--- src/verilog/ceu_pkg.sv ---
// ceu_pkg: constants and types for the comparator event control block
// assumes a single 100 MHz bus clock and an 8-bit register port
package ceu_pkg;

  localparam int unsigned DATA_W = 8;
  localparam int unsigned ADDR_W = 2;

  // register offsets
  localparam logic [ADDR_W-1:0] STATUS_CTRL_OFS = 2'h0;
  localparam logic [ADDR_W-1:0] SYS_OPT_TWO_OFS = 2'h1;
  localparam logic [ADDR_W-1:0] PWR_CTRL_ONE_OFS = 2'h2;

  // status and control field positions
  localparam int unsigned ENABLE_BIT = 7;
  localparam int unsigned REFSEL_BIT = 6;
  localparam int unsigned FLAG_BIT = 5;
  localparam int unsigned IRQEN_BIT = 4;
  localparam int unsigned RESULT_BIT = 3;
  localparam int unsigned PINEN_BIT = 2;
  localparam int unsigned MODE_HI_BIT = 1;
  localparam int unsigned MODE_LO_BIT = 0;
  // option register field positions
  localparam int unsigned CAPROUTE_BIT = 0;
  localparam int unsigned REFBUF_BIT = 0;

  localparam logic [DATA_W-1:0] ZERO_BYTE = 8'h00;

  typedef enum logic [1:0] {
    MODE_FALL_A = 2'h0,
    MODE_RISE   = 2'h1,
    MODE_FALL_B = 2'h2,
    MODE_BOTH   = 2'h3
  } ceu_mode_t;

  typedef struct packed {
    logic      enable;
    logic      refSel;
    logic      irqEn;
    logic      pinEn;
    ceu_mode_t mode;
  } ceu_ctrl_t;

  localparam ceu_ctrl_t CTRL_RESET = '{1'b0, 1'b0, 1'b0, 1'b0, MODE_FALL_A};

endpackage : ceu_pkg

--- src/verilog/ceu_top.sv ---
// ceu_top: digital control around an analog comparator, with one register port
// assumes the analog result arrives as a raw level; powerDown resets state on stop2
// assumes the register port runs on the same clock and never waits
// assumes the analog side owns the reference buffer and the input mux levels
// Functional notes
// (RULE1) software sets the reference buffer bit before selecting the internal reference
// (RULE2) capture routing bit feeds comparator result to timer one channel zero
// (RULE3) while routed, the timer one channel zero pin is unavailable externally
// (RULE4) events selectable as rising, falling or both edges
// (RULE5) result optionally driven on the result pin under pin enable
// (RULE6) input select picks internal reference instead of noninverting pin
// (RULE7) block keeps running in wait mode when enabled
// (RULE8) event in wait with irq enable raises wake interrupt
// (RULE9) software should disable the block before wait if not a wake source
// (RULE10) block keeps comparing and detecting events in stop3
// (RULE11) in stop3 result pin is driven as in run mode
// (RULE12) stop3 event sets flag and wakes processor when enabled
// (RULE13) reset exit from stop returns all state to reset values
// (RULE14) stop2 powers block off; state after wake equals reset state
// (RULE15) in background debug mode block operates normally
// (RULE16) mode 00 and 10 falling, 01 rising, 11 either edge
// (RULE17) flag set by event, cleared only by writing one to it
// (RULE18) interrupt request when flag and irq enable both set
// (RULE19) result status bit reads present result, zero when disabled
// (RULE20) raw result passes two flip-flops before edge detection
`timescale 1ns/10ps
module ceu_top (
  input  wire logic                       sys_clk,
  input  wire logic                       sys_rst,
  input  wire logic [ceu_pkg::ADDR_W-1:0] regAddr,
  input  wire logic [ceu_pkg::DATA_W-1:0] regWrData,
  input  wire logic                       regWrStb,
  input  wire logic                       regRdStb,
  output logic      [ceu_pkg::DATA_W-1:0] regRdData,
  input  wire logic                       compareRaw,
  input  wire logic                       powerDown,
  input  wire logic                       timer1Channel0PinIn,
  output logic                            compareResultPin,
  output logic                            compareResultPinOeN,
  output logic                            timer1Capture0,
  output logic                            timer1Channel0PinAvail,
  output logic                            compareIrqReq,
  output logic                            refSelectOut,
  output logic                            referenceBufferEnable,
  output logic                            comparatorPowerOn
);
  import ceu_pkg::*;

  // architectural state
  ceu_ctrl_t         ctrl_reg;
  ceu_ctrl_t         ctrl_next;
  logic              flag_reg;
  logic              flag_next;
  logic              capRoute_reg;
  logic              capRoute_next;
  logic              refBuf_reg;
  logic              refBuf_next;
  logic [DATA_W-1:0] rdData_reg;
  logic [DATA_W-1:0] rdData_next;

  // synchroniser and edge history
  logic              syncA_reg;
  logic              syncA_next;
  logic              syncB_reg;
  logic              syncB_next;
  logic              prev_reg;
  logic              prev_next;

  // reset, decode and write fields
  logic              blockRst;
  logic              selCtrl;
  logic              selOpt;
  logic              selPwr;
  logic              selNone;
  logic              wrCtrl;
  logic              wrOpt;
  logic              wrPwr;
  logic              wrEnableVal;
  logic              wrRefSelVal;
  logic              wrFlagVal;
  logic              flagClear;
  logic              wrIrqEnVal;
  logic              wrPinEnVal;
  logic [1:0]        wrModeBits;
  ceu_mode_t         wrModeVal;
  logic              wrCapVal;
  logic              wrRefBufVal;

  // edge detection and results
  logic              enabled;
  logic              rising;
  logic              falling;
  logic              compareEvent;
  logic              resultBit;

  // read views
  logic              viewEnable;
  logic              viewRefSel;
  logic              viewFlag;
  logic              viewIrqEn;
  logic              viewResult;
  logic              viewPinEn;
  logic [1:0]        viewMode;
  logic [DATA_W-1:0] ctrlView;
  logic [DATA_W-1:0] optView;
  logic [DATA_W-1:0] pwrView;
  logic [DATA_W-1:0] rdMux;

  // pin side levels
  logic              pinDrive;
  logic              pinLevel;
  logic              pinAvailLevel;
  logic              captureSrc;
  logic              irqLevel;
  logic              refSelLevel;
  logic              refBufLevel;
  logic              powerLevel;

  // true when the port address hits a given register offset
  function automatic logic addrHit(input logic [ADDR_W-1:0] addr,
                                   input logic [ADDR_W-1:0] ofs);
    addrHit = (addr == ofs);
  endfunction : addrHit

  // one field bit of a written byte
  function automatic logic fieldBit(input logic [DATA_W-1:0] data,
                                    input int unsigned       pos);
    fieldBit = data[pos];
  endfunction : fieldBit

  // a single-bit register as seen on the read port
  function automatic logic [DATA_W-1:0] lowBitByte(input logic b);
    lowBitByte = {{(DATA_W-1){1'b0}}, b};
  endfunction : lowBitByte

  // a change of level between two samples, seen from its new value
  function automatic logic edgeOf(input logic now, input logic was);
    edgeOf = now & ~was;
  endfunction : edgeOf

  // next value of a plain software-written bit
  function automatic logic loadOrHold(input logic load,
                                      input logic val,
                                      input logic cur);
    loadOrHold = load ? val : cur;
  endfunction : loadOrHold

  // event decode per mode; both falling encodings behave alike
  function automatic logic eventHit(input ceu_mode_t m,
                                    input logic      r,
                                    input logic      f);
    unique case (m)
      MODE_RISE: eventHit = r;
      MODE_BOTH: eventHit = r | f;
      MODE_FALL_A, MODE_FALL_B: eventHit = f;
    endcase
  endfunction : eventHit

  // stop2 power-down acts as a reset on all state but the read data; a reset leaving stop resets everything
  assign blockRst = sys_rst | powerDown; // (RULE13) (RULE14)

  // writes to an unmapped offset select nothing and are dropped
  assign selCtrl = addrHit(regAddr, STATUS_CTRL_OFS);
  assign selOpt  = addrHit(regAddr, SYS_OPT_TWO_OFS);
  assign selPwr  = addrHit(regAddr, PWR_CTRL_ONE_OFS);
  assign selNone = ~(selCtrl | selOpt | selPwr);
  assign wrCtrl  = regWrStb & selCtrl;
  assign wrOpt   = regWrStb & selOpt;
  assign wrPwr   = regWrStb & selPwr;

  // field values of the written byte
  assign wrEnableVal = fieldBit(regWrData, ENABLE_BIT);
  assign wrRefSelVal = fieldBit(regWrData, REFSEL_BIT);
  assign wrFlagVal   = fieldBit(regWrData, FLAG_BIT);
  assign flagClear   = wrCtrl & wrFlagVal;
  assign wrIrqEnVal  = fieldBit(regWrData, IRQEN_BIT);
  assign wrPinEnVal  = fieldBit(regWrData, PINEN_BIT);
  assign wrModeBits  = regWrData[MODE_HI_BIT:MODE_LO_BIT];
  assign wrModeVal   = ceu_mode_t'(wrModeBits);
  assign wrCapVal    = fieldBit(regWrData, CAPROUTE_BIT);
  assign wrRefBufVal = fieldBit(regWrData, REFBUF_BIT);

  assign enabled = ctrl_reg.enable;

  // edge detect on the second synchroniser stage only
  assign rising  = edgeOf(syncB_reg, prev_reg);
  assign falling = edgeOf(prev_reg, syncB_reg);
  // prev resets low and tracks even while disabled, so only a level high at reset exit shows a rising edge

  // no wait, stop3 or debug gating: events run whenever enabled
  assign compareEvent = enabled &                          // (RULE7) (RULE10) (RULE15)
                        eventHit(ctrl_reg.mode, rising, falling); // (RULE4) (RULE16)

  // set wins over a clear in the same cycle
  assign flag_next = compareEvent | (flag_reg & ~flagClear); // (RULE17)

  // result reads zero while the block is disabled
  assign resultBit = enabled & syncB_reg; // (RULE19)

  always_comb begin
    ctrl_next = ctrl_reg;
    if (wrCtrl) begin
      ctrl_next.enable = wrEnableVal;
      ctrl_next.refSel = wrRefSelVal;
      ctrl_next.irqEn  = wrIrqEnVal;
      ctrl_next.pinEn  = wrPinEnVal;
      ctrl_next.mode   = wrModeVal;
    end
  end

  // option bits hold unless their own offset is written
  assign capRoute_next = loadOrHold(wrOpt, wrCapVal, capRoute_reg);
  assign refBuf_next   = loadOrHold(wrPwr, wrRefBufVal, refBuf_reg);

  // two flip-flops ahead of the edge detector keep the flag glitch-free
  assign syncA_next = compareRaw; // (RULE20)
  assign syncB_next = syncA_reg;  // (RULE20)
  assign prev_next  = syncB_reg;

  // the result bit is read-only: writes never reach it
  assign viewEnable = ctrl_reg.enable;
  assign viewRefSel = ctrl_reg.refSel;
  assign viewFlag   = flag_reg;
  assign viewIrqEn  = ctrl_reg.irqEn;
  assign viewResult = resultBit;
  assign viewPinEn  = ctrl_reg.pinEn;
  assign viewMode   = ctrl_reg.mode;
  assign ctrlView = {viewEnable,
                     viewRefSel,
                     viewFlag,
                     viewIrqEn,
                     viewResult,
                     viewPinEn,
                     viewMode};
  assign optView  = lowBitByte(capRoute_reg);
  assign pwrView  = lowBitByte(refBuf_reg);
  // unmapped offsets read zero
  assign rdMux    = selNone ? ZERO_BYTE :
                    selCtrl ? ctrlView  :
                    selOpt  ? optView   : pwrView;

  // read data stand for one cycle only, zero otherwise
  assign rdData_next = regRdStb ? rdMux : ZERO_BYTE;

  // one short register process each keeps every reset path plain
  // control fields
  always_ff @(posedge sys_clk) begin
    if (blockRst) begin
      ctrl_reg <= CTRL_RESET;
    end else begin
      ctrl_reg <= ctrl_next;
    end
  end

  // event flag
  always_ff @(posedge sys_clk) begin
    if (blockRst) begin
      flag_reg <= 1'b0;
    end else begin
      flag_reg <= flag_next;
    end
  end

  // capture routing option
  always_ff @(posedge sys_clk) begin
    if (blockRst) begin
      capRoute_reg <= 1'b0;
    end else begin
      capRoute_reg <= capRoute_next;
    end
  end

  // reference buffer option
  always_ff @(posedge sys_clk) begin
    if (blockRst) begin
      refBuf_reg <= 1'b0;
    end else begin
      refBuf_reg <= refBuf_next;
    end
  end

  // first synchroniser stage
  always_ff @(posedge sys_clk) begin
    if (blockRst) begin
      syncA_reg <= 1'b0;
    end else begin
      syncA_reg <= syncA_next;
    end
  end

  // second synchroniser stage
  always_ff @(posedge sys_clk) begin
    if (blockRst) begin
      syncB_reg <= 1'b0;
    end else begin
      syncB_reg <= syncB_next;
    end
  end

  // previous sample for edge detection
  always_ff @(posedge sys_clk) begin
    if (blockRst) begin
      prev_reg <= 1'b0;
    end else begin
      prev_reg <= prev_next;
    end
  end

  // read data belong to the bus side, so power-down leaves them alone
  always_ff @(posedge sys_clk) begin
    if (sys_rst) begin
      rdData_reg <= ZERO_BYTE;
    end else begin
      rdData_reg <= rdData_next;
    end
  end

  // pin driven in run and stop3 alike
  assign pinDrive      = ctrl_reg.pinEn & enabled;  // (RULE5) (RULE11)
  assign pinLevel      = resultBit & ctrl_reg.pinEn; // (RULE5) (RULE11)
  // routing takes the timer channel away from its pin
  assign pinAvailLevel = ~capRoute_reg; // (RULE3)
  assign captureSrc    = capRoute_reg ? resultBit : timer1Channel0PinIn; // (RULE2)
  // level request, held until the flag is cleared
  assign irqLevel      = flag_reg & ctrl_reg.irqEn; // (RULE18) (RULE8) (RULE12)
  // the buffer bit is only exported; software sets it before selecting the reference
  assign refSelLevel   = ctrl_reg.refSel; // (RULE6)
  assign refBufLevel   = refBuf_reg;
  assign powerLevel    = enabled & ~powerDown;

  assign regRdData              = rdData_reg;
  assign compareResultPin       = pinLevel;
  assign compareResultPinOeN    = ~pinDrive;
  assign timer1Capture0         = captureSrc;
  assign timer1Channel0PinAvail = pinAvailLevel;
  assign compareIrqReq          = irqLevel;
  assign refSelectOut           = refSelLevel;
  assign referenceBufferEnable  = refBufLevel;
  assign comparatorPowerOn      = powerLevel;

endmodule : ceu_top

--- config.mk ---
export PLATFORM = sky130hd
export DESIGN_NAME = ceu_top
export DESIGN_NICKNAME = d
export VERILOG_FILES = /design/src/verilog/ceu_pkg.sv /design/src/verilog/ceu_top.sv
export SDC_FILE = /design/constraint.sdc
export NUM_CORES = 1
export LEC_CHECK = 0
export BUFFER_PORTS_ARGS = -buffer_cell sky130_fd_sc_hd__buf_2
export CAP_MARGIN = 20
export CELL_PAD_IN_SITES_DETAIL_PLACEMENT = 1
export CELL_PAD_IN_SITES_GLOBAL_PLACEMENT = 2
export CORE_AREA = 4 4 60 62
export CTS_BUF_LIST = sky130_fd_sc_hd__clkbuf_4 sky130_fd_sc_hd__clkbuf_8 sky130_fd_sc_hd__clkbuf_16
export CTS_CLUSTER_DIAMETER = 200
export CTS_CLUSTER_SIZE = 24
export DETAILED_ROUTE_END_ITERATION = 8
export DIE_AREA = 0 0 64 66
export PLACE_DENSITY = 0.83
export SYNTH_ARGS = -nofsm -noshare
export SYNTH_HDL_FRONTEND = slang
export SYNTH_SLANG_ARGS = --single-unit
export TNS_END_PERCENT = 50
--- constraint.sdc ---
create_clock -name sys_clk -period 1.5 [get_ports sys_clk]
set_input_delay 0 -clock sys_clk [delete_from_list [all_inputs] [get_ports sys_clk]]
set_output_delay 0 -clock sys_clk [all_outputs]
set_load 0.005 [all_outputs]
==> flow_summary.ini <==
[status]
outcome = completed

[synthesis]
synth_top_family_by_area = simple AND/OR/NAND/NOR gates
yosys.area.top_type = dfxtp_1
synth_area_leaders = dfxtp_1, mux2i_1, and2_1
syn-mean-instance-area_sq_um = 10.40
yosysWarnings = 0
synth_compound_area_share_pct = 4.844
synth_area_sq_um = 800.8
yosys.area_share.adder_pct = 3.125
ys_types = 21
yosys.area_share.xor_xnor_pct = 0
synth-seq-cells = 20
synthMuxAreaShare_pct = 11.25
synth_nets = 96
yosys.area_share.simple_pct = 26.88
synth_top_area_share_pct = 50.00
seq_area_frac_synth_pct = 50.00
postSynthCellCount = 77

[clocking]
clk_pin_slew_ns = 0.12
cts_tree = yes
post_cts_buffers = 0
cts_made_buffers = 3
clock-sinks = 20
cts_root_buffer = clkbuf_4
htree_levels = 1
clock_latency_ns = 0.30
clk_path_buf_depth = 2

[die]
row_count = 20
chipHeight_um = 66
start_util_pct = 26.45
core-area_sq_um = 3028
die-width_um = 64
die_area_sq_um = 4224
ios = 33

[sta]
max-slew-margin-rel_pct = 75.35
fin_tns_setup_ns = 0
slew_viol_final = 0
min_period_ns = 1.228
rsz0062_at_grt = false
max_freq_ghz = 0.8140
final_hold_viol_count = 0
fin_crit_sh_pct = 81.90
setup_viol = 0
worst_slew_pin_slew_ns = 0.3682
clock_skew_ns = 0.004152

[setup_path]
crit_start = prev_reg
worst-r2r-cell-count = 5
crit_fanout = 2
path_class = flip-flop to flip-flop
max_stage_delay_ns = 0.35
critPathLaunchType = flip-flop
critPathCaptureType = flip-flop
critical_path.slowest_cell = dfxtp_1
cpLargestDelayFamily = flip-flops
crit_chain = inv_1, ha_1, or2_2, a31oi_1, o22ai_2
worstReg2RegEnd = flag_reg
cp_num_buf_inv = 1
cp.required_ns = 1.70
reg2reg_from = prev_reg
r2r_slack_ns = 0.27
arrival_ns = 1.43

[cells_and_area]
antenna_cells = 0
multi_input_area_sq_um = 369.1
final_nets = 140
drive_above_1_share_pct = 34.17
layout.cells.most_common = buf_2
synthToLayoutAreaGrowth_pct = 42.97
fillCellCount = 362
final_cell_mix = buf_2, dfxtp_1, nor2_1
largest_register_ffs = 8
regArea_sq_um = 400.4

[routing]
routed_wl_mm = 1.839
wl_per_cell_um = 11.21
drt_first_pass_iters = 2
antenna_left = 0
vias_per_cell = 4.061
drt_iter0_drc = 40
vias = 666
drc = 0

[global_route]
grt_pass1_wl_mm = 3.042
grt_util_all_layers_pct = 9.464
antenna_found_initial = 0
grt_pass1_vias = 660
globalRouteOverflowTotal = 0
grt_max_degree = 13

[worst_hold_path]
holdCritStartpoint = powerDown
holdPathEnd = flag_reg
hold_depth = 4
hp-class = input pin to flip-flop

[job]
cap_violations = 0

[power]
p_leak_uw = 0.0005229
peakVddDrop_v = 0.0002847
power.density_cell_area_nw_per_um2 = 930.2
total_power_uw = 1065

[placed_design]
gp_congestion = 0.6664
io_buffers = 31
hpwl_mm = 1.359
power by group:
| group | total, uW | switching (uW) | internal [uW] |
|---|---|---|---|
| combinational | 84.4 | 35.4 | 49.0 |
| sequential | 540 | 3.81 | 536 |
| clock | 441 | 171 | 270 |
routing by layer:
| layer | vias to the layer above | routed length (um) | global-route usage, % |
|---|---|---|---|
| met2 | 19 | 917 | 16.65 |
| met1 | 301 | 777 | 9.866 |
| met5 | - | 0 | 0 |
| li1 | 342 | - | - |
| met3 | 4 | 95 | 2.891 |
| met4 | 0 | 48 | 5.660 |
synth_stat cells, drive strengths merged:
| cell | n |
|---|---|
| o22ai | 1 |
| o21ai | 2 |
| nand3b | 3 |
| ha | 2 |
| nor3b | 1 |
| buf | 2 |
| inv | 4 |
| or2 | 2 |
| and3b | 1 |
| nor2b | 2 |
| nand2 | 3 |
| nand3 | 1 |
| dfxtp | 20 |
| a21bo | 1 |
| and3 | 2 |
| mux2i | 9 |
| nor2 | 10 |
| nor4b | 1 |
| a31oi | 1 |
| and2 | 9 |
layout make-up:
class,instances,share of cell area (%)
Sequential cell,20,34.97
Multi-Input combinational cell,51,32.24
Timing Repair Buffer,41,22.08
Tap cell,44,4.809
Clock inverter,1,2.623
Clock buffer,3,1.967
Inverter,4,1.311
worst min-delay path: cells and delay by family:
kind | cells | cell delay [ns]
AND/OR/NAND/NOR | 2 | 0.14
AO/OA/AOI/OAI | 1 | 0.05
buffers and inverters | 1 | 0.10
how the worst max path moves through the flow:
stage	to	slack, ns	depth (start not counted)
floorplan	flag_reg	0.33	5
global placement	flag_reg	0.30	5
detailed placement	flag_reg	0.27	5
CTS	flag_reg	0.26	5
global route	flag_reg	0.19	5
finish	flag_reg	0.27	5
cells by family (layout without fill, tap and decap cells):
family                   after synthesis  in the layout
AO/OA/AOI/OAI                          5              5
adder cells (fa/ha/maj)                2              2
buffers and inverters                  6             49
flip-flops                            20             20
multiplexers                           9              9
AND/OR/NAND/NOR                       35             35
what timing repair did:
item,CTS,global route
hold buffers,9,0
gates resized for setup,0,0
endpoints found under the hold margin,11,0
metrics by stage:
step | cells | area [sq um] | hold WS (ns) | utilization (%) | worst slack, ns
2_1_floorplan | 77 | 800.8 | 0.03023 | - | 0.3288
3_3_place_gp | 151 | 1002 | 0.2221 | 33.10 | 0.3033
3_5_place_dp | 151 | 1002 | 0.2317 | 33.10 | 0.2721
4_1_cts | 164 | 1145 | 0.03025 | 37.81 | 0.2553
5_1_grt | 164 | 1145 | 0.03349 | 37.81 | 0.1946
6_report | 164 | 1145 | 0.02635 | 37.81 | 0.2716
Note: power is estimated with default switching activity, not from simulation.
